==> src/verilog/socket_pkg.sv <==
// Purpose: Constants and types for the socket detect and power switch block
// Assumes: 50 MHz mclk, synchronous active-low reset
// Notes:   Register map is local to this block
// Operation
// (RQ1) Switch select 0: 1.8 V core CardBus card sets the low-voltage flag.
// (RQ2) Switch select 1: same card sets the X.X-volt flag instead; the code also keeps the low-voltage flag set via v33.
// (RQ3) Interrogate a card inserted into a cold socket before power; the switch word is not gated on the class, so power can come first.
// (RQ4) Classify 16-bit or CardBus and voltages from detect/sense terminals.
// (RQ5) CD1 tied to VS1 with VS2 grounded means low-voltage media adapter.
// (RQ6) Low level on SD socket detect means card inserted.
// (RQ7) Low level on second flash socket detect means card inserted.
// (RQ8) Debounce flash detect insertion over about 50 ms.
// (RQ9) Removal is seen immediately, no debounce.
// (RQ10) SD socket machine: empty off, inserted off, inserted on.
// (RQ11) Second flash socket has its own identical three-state machine.
// (RQ12) Drive the external switch over a three-wire serial link.
// (RQ13) Switch select is bit 10 of general control; resets to 1.8 V type.
// (RQ14) 1.8 V switch Vpp/Vcore codes per socket as D0,D1,D9 and D4,D5,D10.
// (RQ15) Vcc codes D3,D2 and D6,D7; low shutdown D8 makes outputs Hi-Z.
// (RQ16) 12 V switch Vpp codes: 00x 0V,010 3.3,011 5,10x 12,11x Hi-Z.
// (RQ17) Shift D0..D10 serially then latch; resend on any power change.
package socket_pkg;
   // ==========================================================
   // Register offsets
   localparam logic [7:0] reg_gen_ctrl    = 8'h00;
   localparam logic [7:0] reg_present     = 8'h04;
   localparam logic [7:0] reg_pwr_req     = 8'h08;
   localparam logic [7:0] reg_irq_status  = 8'h0c;
   localparam logic [7:0] reg_irq_clear   = 8'h10;
   localparam logic [7:0] reg_irq_enable  = 8'h14;
   localparam logic [7:0] reg_media_state = 8'h18;
   // ==========================================================
   // Fields and reset values
   localparam int          sw_sel_bit      = 10;
   localparam logic [31:0] gen_ctrl_reset  = 32'h0000_0000;
   localparam logic [31:0] pwr_req_reset   = 32'h0000_0000;
   localparam logic [3:0]  irq_reset       = 4'h0;
   localparam int          irq_bits        = 4;
   // ==========================================================
   // Timing
   localparam int clk_hz          = 50_000_000;
   localparam int debounce_ms     = 50;
   localparam int debounce_cycles = (clk_hz / 1000) * debounce_ms;
   localparam int sclk_div_cycles = 25;
   localparam int word_bits       = 11;
   // ==========================================================
   // Types
   typedef enum logic [1:0] {
      st_empty_off    = 2'b00,
      st_inserted_off = 2'b01,
      st_inserted_on  = 2'b10
   } media_state_e;
   typedef enum logic [1:0] {
      sh_idle  = 2'b00,
      sh_shift = 2'b01,
      sh_latch = 2'b10
   } shift_state_e;
   typedef struct packed {
      logic cd1;
      logic cd2;
      logic vs1;
      logic vs2;
      logic cd1_vs1;
      logic cd1_vs2;
      logic cd2_vs1;
      logic cd2_vs2;
   } sense_s;
   typedef struct packed {
      logic       cardbus;
      logic       card16;
      logic       v5;
      logic       v33;
      logic       vxx;
      logic       vyy;
      logic       adapter;
      logic       reserved;
      logic       core18;
   } card_class_s;
endpackage : socket_pkg

==> src/verilog/card_detect_power_switch_ctrl.sv <==
// Purpose: Card classification, flash socket detect and switch control
// Assumes: Sense inputs are pin levels resolved by the pad into ground,
//          open and cross-connect indications
// Notes:   Power switch word shifts out MSB D10 first
//
// The address map and the plain strobed port were decided locally.
`timescale 1ns/1ps
module card_detect_power_switch_ctrl
   import socket_pkg::*;
#(
   parameter int debounce_count = debounce_cycles
) (
   // Clock and reset
   input  wire logic        mclk,
   input  wire logic        rst_n,
   // Register port
   input  wire logic [7:0]  reg_addr,
   input  wire logic [31:0] reg_wdata,
   input  wire logic        reg_wr,
   input  wire logic        reg_rd,
   output logic      [31:0] reg_rdata,
   // PC Card sense terminals per socket
   input  wire sense_s      sense_a,
   input  wire sense_s      sense_b,
   // Flash media detect pins
   input  wire logic        sd_socket_detect_n,
   input  wire logic        flash2_socket_detect_n,
   // Power switch serial link
   output logic             sw_clock,
   output logic             sw_data,
   output logic             sw_latch,
   // Flash socket power enables
   output logic             sd_power_on,
   output logic             flash2_power_on,
   // Interrupt
   output logic             irq
);
   // ==========================================================
   // Synchronisers
   logic [1:0] sync_sd;
   logic [1:0] sync_f2;
   sense_s     sa_m, sa_s, sb_m, sb_s;
   always_ff @(posedge mclk) begin
      if (!rst_n) begin
         sync_sd <= 2'h3;
         sync_f2 <= 2'h3;
         sa_m    <= '0;
         sa_s    <= '0;
         sb_m    <= '0;
         sb_s    <= '0;
      end else begin
         sync_sd <= {sync_sd[0], sd_socket_detect_n};
         sync_f2 <= {sync_f2[0], flash2_socket_detect_n};
         sa_m    <= sense_a;
         sa_s    <= sa_m;
         sb_m    <= sense_b;
         sb_s    <= sb_m;
      end
   end

   // ==========================================================
   // Classification
   // Encoding from the detect/voltage-sense table
   function automatic card_class_s classify(input sense_s s);
      card_class_s c;
      c = '0;
      if (s.cd1 && s.cd2) begin
         c.card16 = 1'b1;                                  // RQ4
         c.v33    = s.vs1;
         c.vxx    = s.vs2;
         c.v5     = s.vs1 | ~s.vs2;
      end else if (s.cd2 && s.cd1_vs1 && s.vs2) begin
         c.adapter = 1'b1;                                 // RQ5
      end else if (s.cd2 && s.cd1_vs1) begin
         c.cardbus = 1'b1;                                 // RQ4
         c.v33     = 1'b1;
      end else if (s.cd1 && s.cd2_vs2 && s.vs1) begin
         c.cardbus = 1'b1;
         c.v33     = 1'b1;
         c.vxx     = 1'b1;
      end else if (s.cd1 && s.cd2_vs2) begin
         c.cardbus = 1'b1;
         c.v33     = 1'b1;
         c.core18  = 1'b1;
      end else if (s.cd1 && s.cd2_vs1 && s.vs2) begin
         c.cardbus = 1'b1;
         c.v33     = 1'b1;
         c.vxx     = 1'b1;
         c.vyy     = 1'b1;
      end else if (s.cd1 && s.cd2_vs1) begin
         c.cardbus = 1'b1;
         c.vyy     = 1'b1;
      end else if (s.cd2 && s.cd1_vs2 && s.vs1) begin
         c.reserved = 1'b1;
      end else if (s.cd2 && s.cd1_vs2) begin
         c.cardbus = 1'b1;
         c.vxx     = 1'b1;
         c.vyy     = 1'b1;
      end
      return c;
   endfunction : classify

   function automatic logic present(input sense_s s);
      return s.cd1 | s.cd2 | s.cd1_vs1 | s.cd1_vs2 | s.cd2_vs1 | s.cd2_vs2;
   endfunction : present

   // ==========================================================
   // Registers
   logic [31:0]    gen_ctrl;
   logic [31:0]    pwr_req;
   logic [irq_bits-1:0] irq_status;
   logic [irq_bits-1:0] irq_enable;
   logic [1:0]     cold;
   card_class_s    cls_a, cls_b;
   logic           sw_sel;
   assign sw_sel = gen_ctrl[sw_sel_bit];

   always_ff @(posedge mclk) begin
      if (!rst_n) begin
         gen_ctrl <= gen_ctrl_reset;                       // RQ13
         pwr_req  <= pwr_req_reset;
      end else if (reg_wr) begin
         if (reg_addr == reg_gen_ctrl) gen_ctrl <= reg_wdata;
         if (reg_addr == reg_pwr_req)  pwr_req  <= reg_wdata;
      end
   end

   // Latch class only while socket is cold; the switch word is not gated on it, so power can precede it
   always_ff @(posedge mclk) begin
      if (!rst_n) begin
         cls_a <= '0;
         cls_b <= '0;
         cold  <= 2'h3;
      end else begin
         if (!present(sa_s)) begin
            cold[0] <= 1'b1;
            cls_a   <= '0;
         end else if (cold[0]) begin
            cls_a   <= classify(sa_s);                     // RQ3
            cold[0] <= 1'b0;
         end
         if (!present(sb_s)) begin
            cold[1] <= 1'b1;
            cls_b   <= '0;
         end else if (cold[1]) begin
            cls_b   <= classify(sb_s);                     // RQ3
            cold[1] <= 1'b0;
         end
      end
   end

   function automatic logic [15:0] present_word(input card_class_s c,
                                                input logic sel);
      logic [15:0] w;
      w = '0;
      w[0] = c.card16;
      w[1] = c.cardbus;
      w[2] = c.v5;
      w[3] = c.v33 | (c.core18 & ~sel);                    // RQ1
      w[4] = c.vxx | (c.core18 & sel);                     // RQ2
      w[5] = c.vyy;
      w[6] = c.adapter;
      w[7] = c.reserved;
      return w;
   endfunction : present_word

   // ==========================================================
   // Flash socket debounce and state machines
   logic [1:0]     inserted;
   logic [1:0]     raw_in;
   logic [31:0]    db_cnt [2];
   media_state_e   mstate [2];
   assign raw_in = {~sync_f2[1], ~sync_sd[1]};              // RQ6 RQ7

   generate
      for (genvar i = 0; i < 2; i++) begin : g_media
         always_ff @(posedge mclk) begin
            if (!rst_n) begin
               db_cnt[i]   <= '0;
               inserted[i] <= 1'b0;
            end else if (!raw_in[i]) begin
               db_cnt[i]   <= '0;
               inserted[i] <= 1'b0;                        // RQ9
            end else if (!inserted[i]) begin
               if (db_cnt[i] >= 32'(debounce_count - 1)) begin
                  inserted[i] <= 1'b1;                     // RQ8
               end else begin
                  db_cnt[i] <= db_cnt[i] + 32'h1;
               end
            end
         end
         always_ff @(posedge mclk) begin
            if (!rst_n) begin
               mstate[i] <= st_empty_off;
            end else begin
               case (mstate[i])                            // RQ10 RQ11
                  st_empty_off:
                     if (inserted[i]) mstate[i] <= st_inserted_off;
                  st_inserted_off:
                     if (!inserted[i]) mstate[i] <= st_empty_off;
                     else if (pwr_req[16+i]) mstate[i] <= st_inserted_on;
                  st_inserted_on:
                     if (!inserted[i]) mstate[i] <= st_empty_off;
                     else if (!pwr_req[16+i]) mstate[i] <= st_inserted_off;
                  default: mstate[i] <= st_empty_off;
               endcase
            end
         end
      end
   endgenerate

   always_ff @(posedge mclk) begin
      if (!rst_n) begin
         sd_power_on     <= 1'b0;
         flash2_power_on <= 1'b0;
      end else begin
         sd_power_on     <= (mstate[0] == st_inserted_on);
         flash2_power_on <= (mstate[1] == st_inserted_on);
      end
   end

   // ==========================================================
   // Switch word
   // Request: [2:0] socket A vpp code, [4:3] A vcc, [7:5] B vpp,
   // [9:8] B vcc, [10] switch_shutdown_n
   logic [10:0] next_word;
   logic [10:0] sent_word;
   logic        switch_shutdown_n;
   assign switch_shutdown_n = pwr_req[10];
   always_comb begin
      next_word     = '0;
      // Same bit placement serves both switch types; only meaning differs
      next_word[0]  = pwr_req[2];                          // RQ14 RQ16
      next_word[1]  = pwr_req[1];
      next_word[9]  = pwr_req[0];
      next_word[3]  = pwr_req[4];                          // RQ15
      next_word[2]  = pwr_req[3];
      next_word[4]  = pwr_req[7];
      next_word[5]  = pwr_req[6];
      next_word[10] = pwr_req[5];
      next_word[6]  = pwr_req[9];
      next_word[7]  = pwr_req[8];
      next_word[8]  = switch_shutdown_n;                   // RQ15 RQ16
   end

   // ==========================================================
   // Serial shifter
   shift_state_e sh_state;
   logic [10:0]  shreg;
   logic [3:0]   bit_cnt;
   logic [7:0]   div_cnt;
   logic         tick;
   logic         pend;
   always_ff @(posedge mclk) begin
      if (!rst_n) begin
         div_cnt <= '0;
         tick    <= 1'b0;
      end else if (div_cnt == 8'(sclk_div_cycles - 1)) begin
         div_cnt <= '0;
         tick    <= 1'b1;
      end else begin
         div_cnt <= div_cnt + 8'h1;
         tick    <= 1'b0;
      end
   end

   always_ff @(posedge mclk) begin
      if (!rst_n) begin
         sh_state  <= sh_idle;
         shreg     <= '0;
         bit_cnt   <= '0;
         sent_word <= '0;
         pend      <= 1'b1;
         sw_clock  <= 1'b0;
         sw_data   <= 1'b0;
         sw_latch  <= 1'b0;
      end else begin
         if (next_word != sent_word) pend <= 1'b1;         // RQ17
         if (tick) begin
            case (sh_state)                                // RQ12
               sh_idle: begin
                  sw_latch <= 1'b0;
                  if (pend) begin
                     shreg     <= next_word;
                     sent_word <= next_word;
                     pend      <= 1'b0;
                     bit_cnt   <= '0;
                     sh_state  <= sh_shift;
                  end
               end
               sh_shift: begin
                  if (!sw_clock) begin
                     sw_data  <= shreg[10];
                     sw_clock <= 1'b1;
                  end else begin
                     sw_clock <= 1'b0;
                     shreg    <= {shreg[9:0], 1'b0};
                     if (bit_cnt == 4'(word_bits - 1)) begin
                        sh_state <= sh_latch;
                     end else begin
                        bit_cnt <= bit_cnt + 4'h1;
                     end
                  end
               end
               sh_latch: begin
                  sw_latch <= 1'b1;                        // RQ17
                  sh_state <= sh_idle;
               end
               default: sh_state <= sh_idle;
            endcase
         end
      end
   end

   // ==========================================================
   // Interrupts: SD insert change, flash2 change, socket A/B change
   logic [irq_bits-1:0] ev;
   logic [1:0]          ins_d;
   logic [1:0]          cold_d;
   always_ff @(posedge mclk) begin
      if (!rst_n) begin
         ins_d  <= '0;
         cold_d <= 2'h3;
      end else begin
         ins_d  <= inserted;
         cold_d <= cold;
      end
   end
   assign ev = {cold ^ cold_d, inserted ^ ins_d};

   always_ff @(posedge mclk) begin
      if (!rst_n) begin
         irq_status <= irq_reset;
         irq_enable <= irq_reset;
      end else begin
         // Set wins over a same-cycle clear
         if (reg_wr && reg_addr == reg_irq_clear) begin
            irq_status <= (irq_status & ~reg_wdata[irq_bits-1:0]) | ev;
         end else begin
            irq_status <= irq_status | ev;
         end
         if (reg_wr && reg_addr == reg_irq_enable) begin
            irq_enable <= reg_wdata[irq_bits-1:0];
         end
      end
   end

   always_ff @(posedge mclk) begin
      if (!rst_n) irq <= 1'b0;
      else        irq <= |(irq_status & irq_enable);
   end

   // ==========================================================
   // Read port
   always_ff @(posedge mclk) begin
      if (!rst_n) begin
         reg_rdata <= '0;
      end else if (reg_rd) begin
         case (reg_addr)
            reg_gen_ctrl: reg_rdata <= gen_ctrl;
            reg_present:  reg_rdata <= {present_word(cls_b, sw_sel),
                                        present_word(cls_a, sw_sel)};
            reg_pwr_req:  reg_rdata <= pwr_req;
            reg_irq_status: reg_rdata <= {28'h0, irq_status};
            reg_irq_enable: reg_rdata <= {28'h0, irq_enable};
            reg_media_state: reg_rdata <= {28'h0, mstate[1], mstate[0]};
            default:      reg_rdata <= '0;
         endcase
      end else begin
         reg_rdata <= '0;
      end
   end
endmodule : card_detect_power_switch_ctrl

==> config.mk <==
export PLATFORM = sky130hd
export DESIGN_NAME = card_detect_power_switch_ctrl
export DESIGN_NICKNAME = d
export VERILOG_FILES = /design/src/verilog/socket_pkg.sv /design/src/verilog/card_detect_power_switch_ctrl.sv
export SDC_FILE = /design/constraint.sdc
export NUM_CORES = 1
export LEC_CHECK = 0
export BUFFER_PORTS_ARGS = -buffer_cell sky130_fd_sc_hd__buf_2
export CORE_MARGIN = 4
export CORE_UTILIZATION = 33
export DETAILED_ROUTE_END_ITERATION = 10
export GPL_ROUTABILITY_DRIVEN = 0
export GPL_TIMING_DRIVEN = 1
export PLACE_DENSITY = 0.6
export SLEW_MARGIN = 0
export SYNTH_ARGS = -nofsm -noshare
export SYNTH_HDL_FRONTEND = slang
export SYNTH_SLANG_ARGS = --single-unit
export TNS_END_PERCENT = 30
==> constraint.sdc <==
create_clock -name mclk -period 5.9 [get_ports mclk]
set_input_delay 0.59 -clock mclk [delete_from_list [all_inputs] [get_ports mclk]]
set_output_delay 0.59 -clock mclk [all_outputs]
set_load 0.005 [all_outputs]
==> results.ini <==
[setup_path]
cp_slowest_stage_delay_ns = 0.49
worstReg2RegStart = db_cnt[0][0]
path_class = flop to flop
critPathArrivalTime_ns = 2.88
startpoint = db_cnt[0][0]
cp_cell_sequence = ha_1 > and4_1 > o311ai_0 > a211oi_2 > o21ai_2 > buf_4
cp-end-kind = flop
critPathMaxFanout = 28
critPathLaunchType = flop
cp_data_required_time_ns = 6.09
crit_slowest_cell = o311ai_0

[yosys]
synthesis.area_um2 = 11400
synth_edf_count = 68
synth_ff_type = dfxtp_1
synth-async-reset-ratio_pct = 0
synth_seq_cells = 278
syn_avg_cell_area_um2 = 9.62
synthDistinctLibCells = 75
ys_warn_count = 0
syn_inst = 1186
ys_seq_area_share_pct = 54.7

[cells_and_area]
drive_gt1_share_pct = 14.7
n_antenna_cell = 0
fillers = 3336
multi_input_area_um2 = 4860
seq_area_um2 = 6250
syn_to_final_growth_pct = 16.6
fin_util_pct = 39.4
nNetsFinal = 1348

[clock_network]
cts_max_level = 1
clockBufferDepth = 3
root_buffer = clkbuf_16
cts_made_buffers = 28
cts_resized = 0
clkSlewWorstSetupHoldPaths_ns = 0.06
clk_latency_ns = 0.54
post_cts_buffers = 0
cts_sinks = 278
hold_buffers = 0
cts_tree = done

[route]
routed_wl_um = 26000
num_vias = 8836
drt-initial-drc-count = 627
vias_per_cell = 5.05
ant_nets = 0
drc = 0
routedWlPerCell_um = 14.9
dr.pass1.iters = 6

[die]
die_height_um = 194
initial_core_util_pct = 33.8
die_w_um = 194
rows = 67
dieArea_um2 = 37600
core_area_um2 = 33800
io_pins = 100

[timing]
maxSlewHeadroom_pct = 24.7
finalHoldViolCount = 0
drv_slew = 0
period_minus_slack_ns = 2.69
setup_tns_ns = 0
fmax_ghz = 0.371
finalSetupViolCount = 0
rsz0062_at_grt = false
max_slew.worst_pin.slew_ns = 1.13
period_share_pct = 45.7
fin_skew_ns = 0.0192

[power_and_ir_drop]
pwr-share-comb_pct = 3.0
power_switching_uw = 857
power_density_nw_per_um2 = 297
pwr-share-seq_pct = 51.2
peakVddDrop_mv = 0.187
internal_power_uw = 3090
swShare_pct = 21.7
power_leakage_uw = 0.00477
power_frac_clock_pct = 45.8

[grt]
antenna_found_initial = 1
gr-usage-met3_pct = 2.14
grt_pass1_vias = 8371
grt-ovfl-total = 0
grt_first_pass_wirelength_um = 43000
busiest_layer = met2
gr-usage-met1_pct = 18.4
grt_start_max_net_pins = 105
grtUsageTotal_pct = 13.3
met2_usage_pct = 21.9

[flow_run]
max_cap_violations = 0

[hold_path]
hp-class = primary input to flop
hold_start = sense_b[1]

[outcome]
status = completed

[placed_design]
post-dp-hpwl_um = 17300
port_buffers = 99

==> worst max-delay path: cells and delay by family, from the launching register on <==
kind            cells  cell delay [ns]
buf+inv             1             0.39
flops               1             0.43
simple gates        1             0.28
compound gates      3             0.95
fa+ha+maj           1             0.27
==> kinds of logic after synthesis <==
group / after synthesis / share of synthesized area (%)
fa+ha+maj: 6 / 0.658
flops: 278 / 54.7
xor+xnor: 44 / 3.38
buf+inv: 87 / 3.34
compound gates: 263 / 14.9
other cells: 1 / 0.0329
simple gates: 490 / 21.5
mux: 17 / 1.50
==> metrics by stage <==
| stage | instances | instance area [um2] | hold slack, ns | worst slack (ns) | power [uW] |
|---|---|---|---|---|---|
| after floorplan | 1205 | 11500 | 0.386 | 1.45 | 2120 |
| after global placement | 1698 | 12300 | 0.394 | 2.79 | 2180 |
| after detailed placement | 1698 | 12300 | 0.396 | 2.76 | 2180 |
| after CTS | 1750 | 13300 | 0.231 | 3.16 | 3990 |
| after global routing | 1750 | 13300 | 0.239 | 3.01 | 4090 |
| final | 1750 | 13300 | 0.259 | 3.21 | 3940 |
==> worst paths after layout <==
check	to	slack, ns	depth (start not counted)
worst min register to register	sync_f2[1]	0.41	1
worst min-delay path	sb_m[1]	0.26	2
worst max-delay path	db_cnt[0][19]	3.21	6
worst max register to register	db_cnt[0][19]	3.21	6
==> power by group through the flow <==
stage	Sequential, uW	Combinational (uW)	Clock (uW)
2_1_floorplan	2050	77.2	0
5_1_grt	2020	134	1940
3_3_place_gp	2060	119	0
3_5_place_dp	2060	120	0
4_1_cts	2020	120	1860
6_report	2020	119	1810
==> cell usage after synthesis, drive strengths merged (7+ instances only) <==
cell type    n  area [um2]
a211oi      33         258
dfxtp      210        4200
inv         17        63.8
xnor2       16         140
o21ai       31         155
a22oi       24         180
nand3       30         150
nor2        70         273
clkbuf      45         170
and4         9        78.8
and2        40         250
or3         20         125
nor4         9        62.6
nor3        34         193
buf         24         144
a21oi      114         574
and3        15        93.8
a222oi      10         100
nand4       17         113
nand2b       7        43.8
or4          9        71.3
edfxtp      68        2040
mux2i       16         160
nand2      203         762
xor2        28         245
==> routing by layer <==
metal  up-vias  share of wire (%)
li1       4425                  -
met4         0                1.6
met2       224                 46
met3        29                5.0
met5         -                  0
met1      4158                 47
==> registers in the layout, summed over array words and instances, names as in the netlist, 4 cells and up <==
signal	cells
bit_cnt	4
div_cnt	8
irq_status	4
sa_m	8
reg_rdata	32
sb_m	8
sb_s	8
pwr_req	32
sent_word	11
shreg	11
mstate	4
sa_s	8
irq_enable	4
cls_b	9
cls_a	9
db_cnt	64
gen_ctrl	32
==> cell type report <==
cell class              instances  share of cell area, %
flip-flops and latches        278                   47.0
multi-input cells             840                   36.5
clock buffers                  36                   6.03
repair buffers                114                   4.57
well taps                     448                   4.21
clock inverters                16                   1.16
inverters                      18                  0.517
==> placed cells by master, fill, tap and decap left out, types with 24 or more instances in the layout <==
cell type,synthesis,routed
edfxtp_1,68,68
a21oi_1,113,113
a211oi_1,31,31
buf_2,19,99
nor3_1,32,32
nor2_1,66,66
and2_1,40,40
xor2_1,28,28
clkbuf_16,0,29
nand3_1,30,30
dfxtp_1,210,210
o21ai_0,30,29
a22oi_1,24,24
nand2_1,203,203
(Power assumes the default switching activity.)
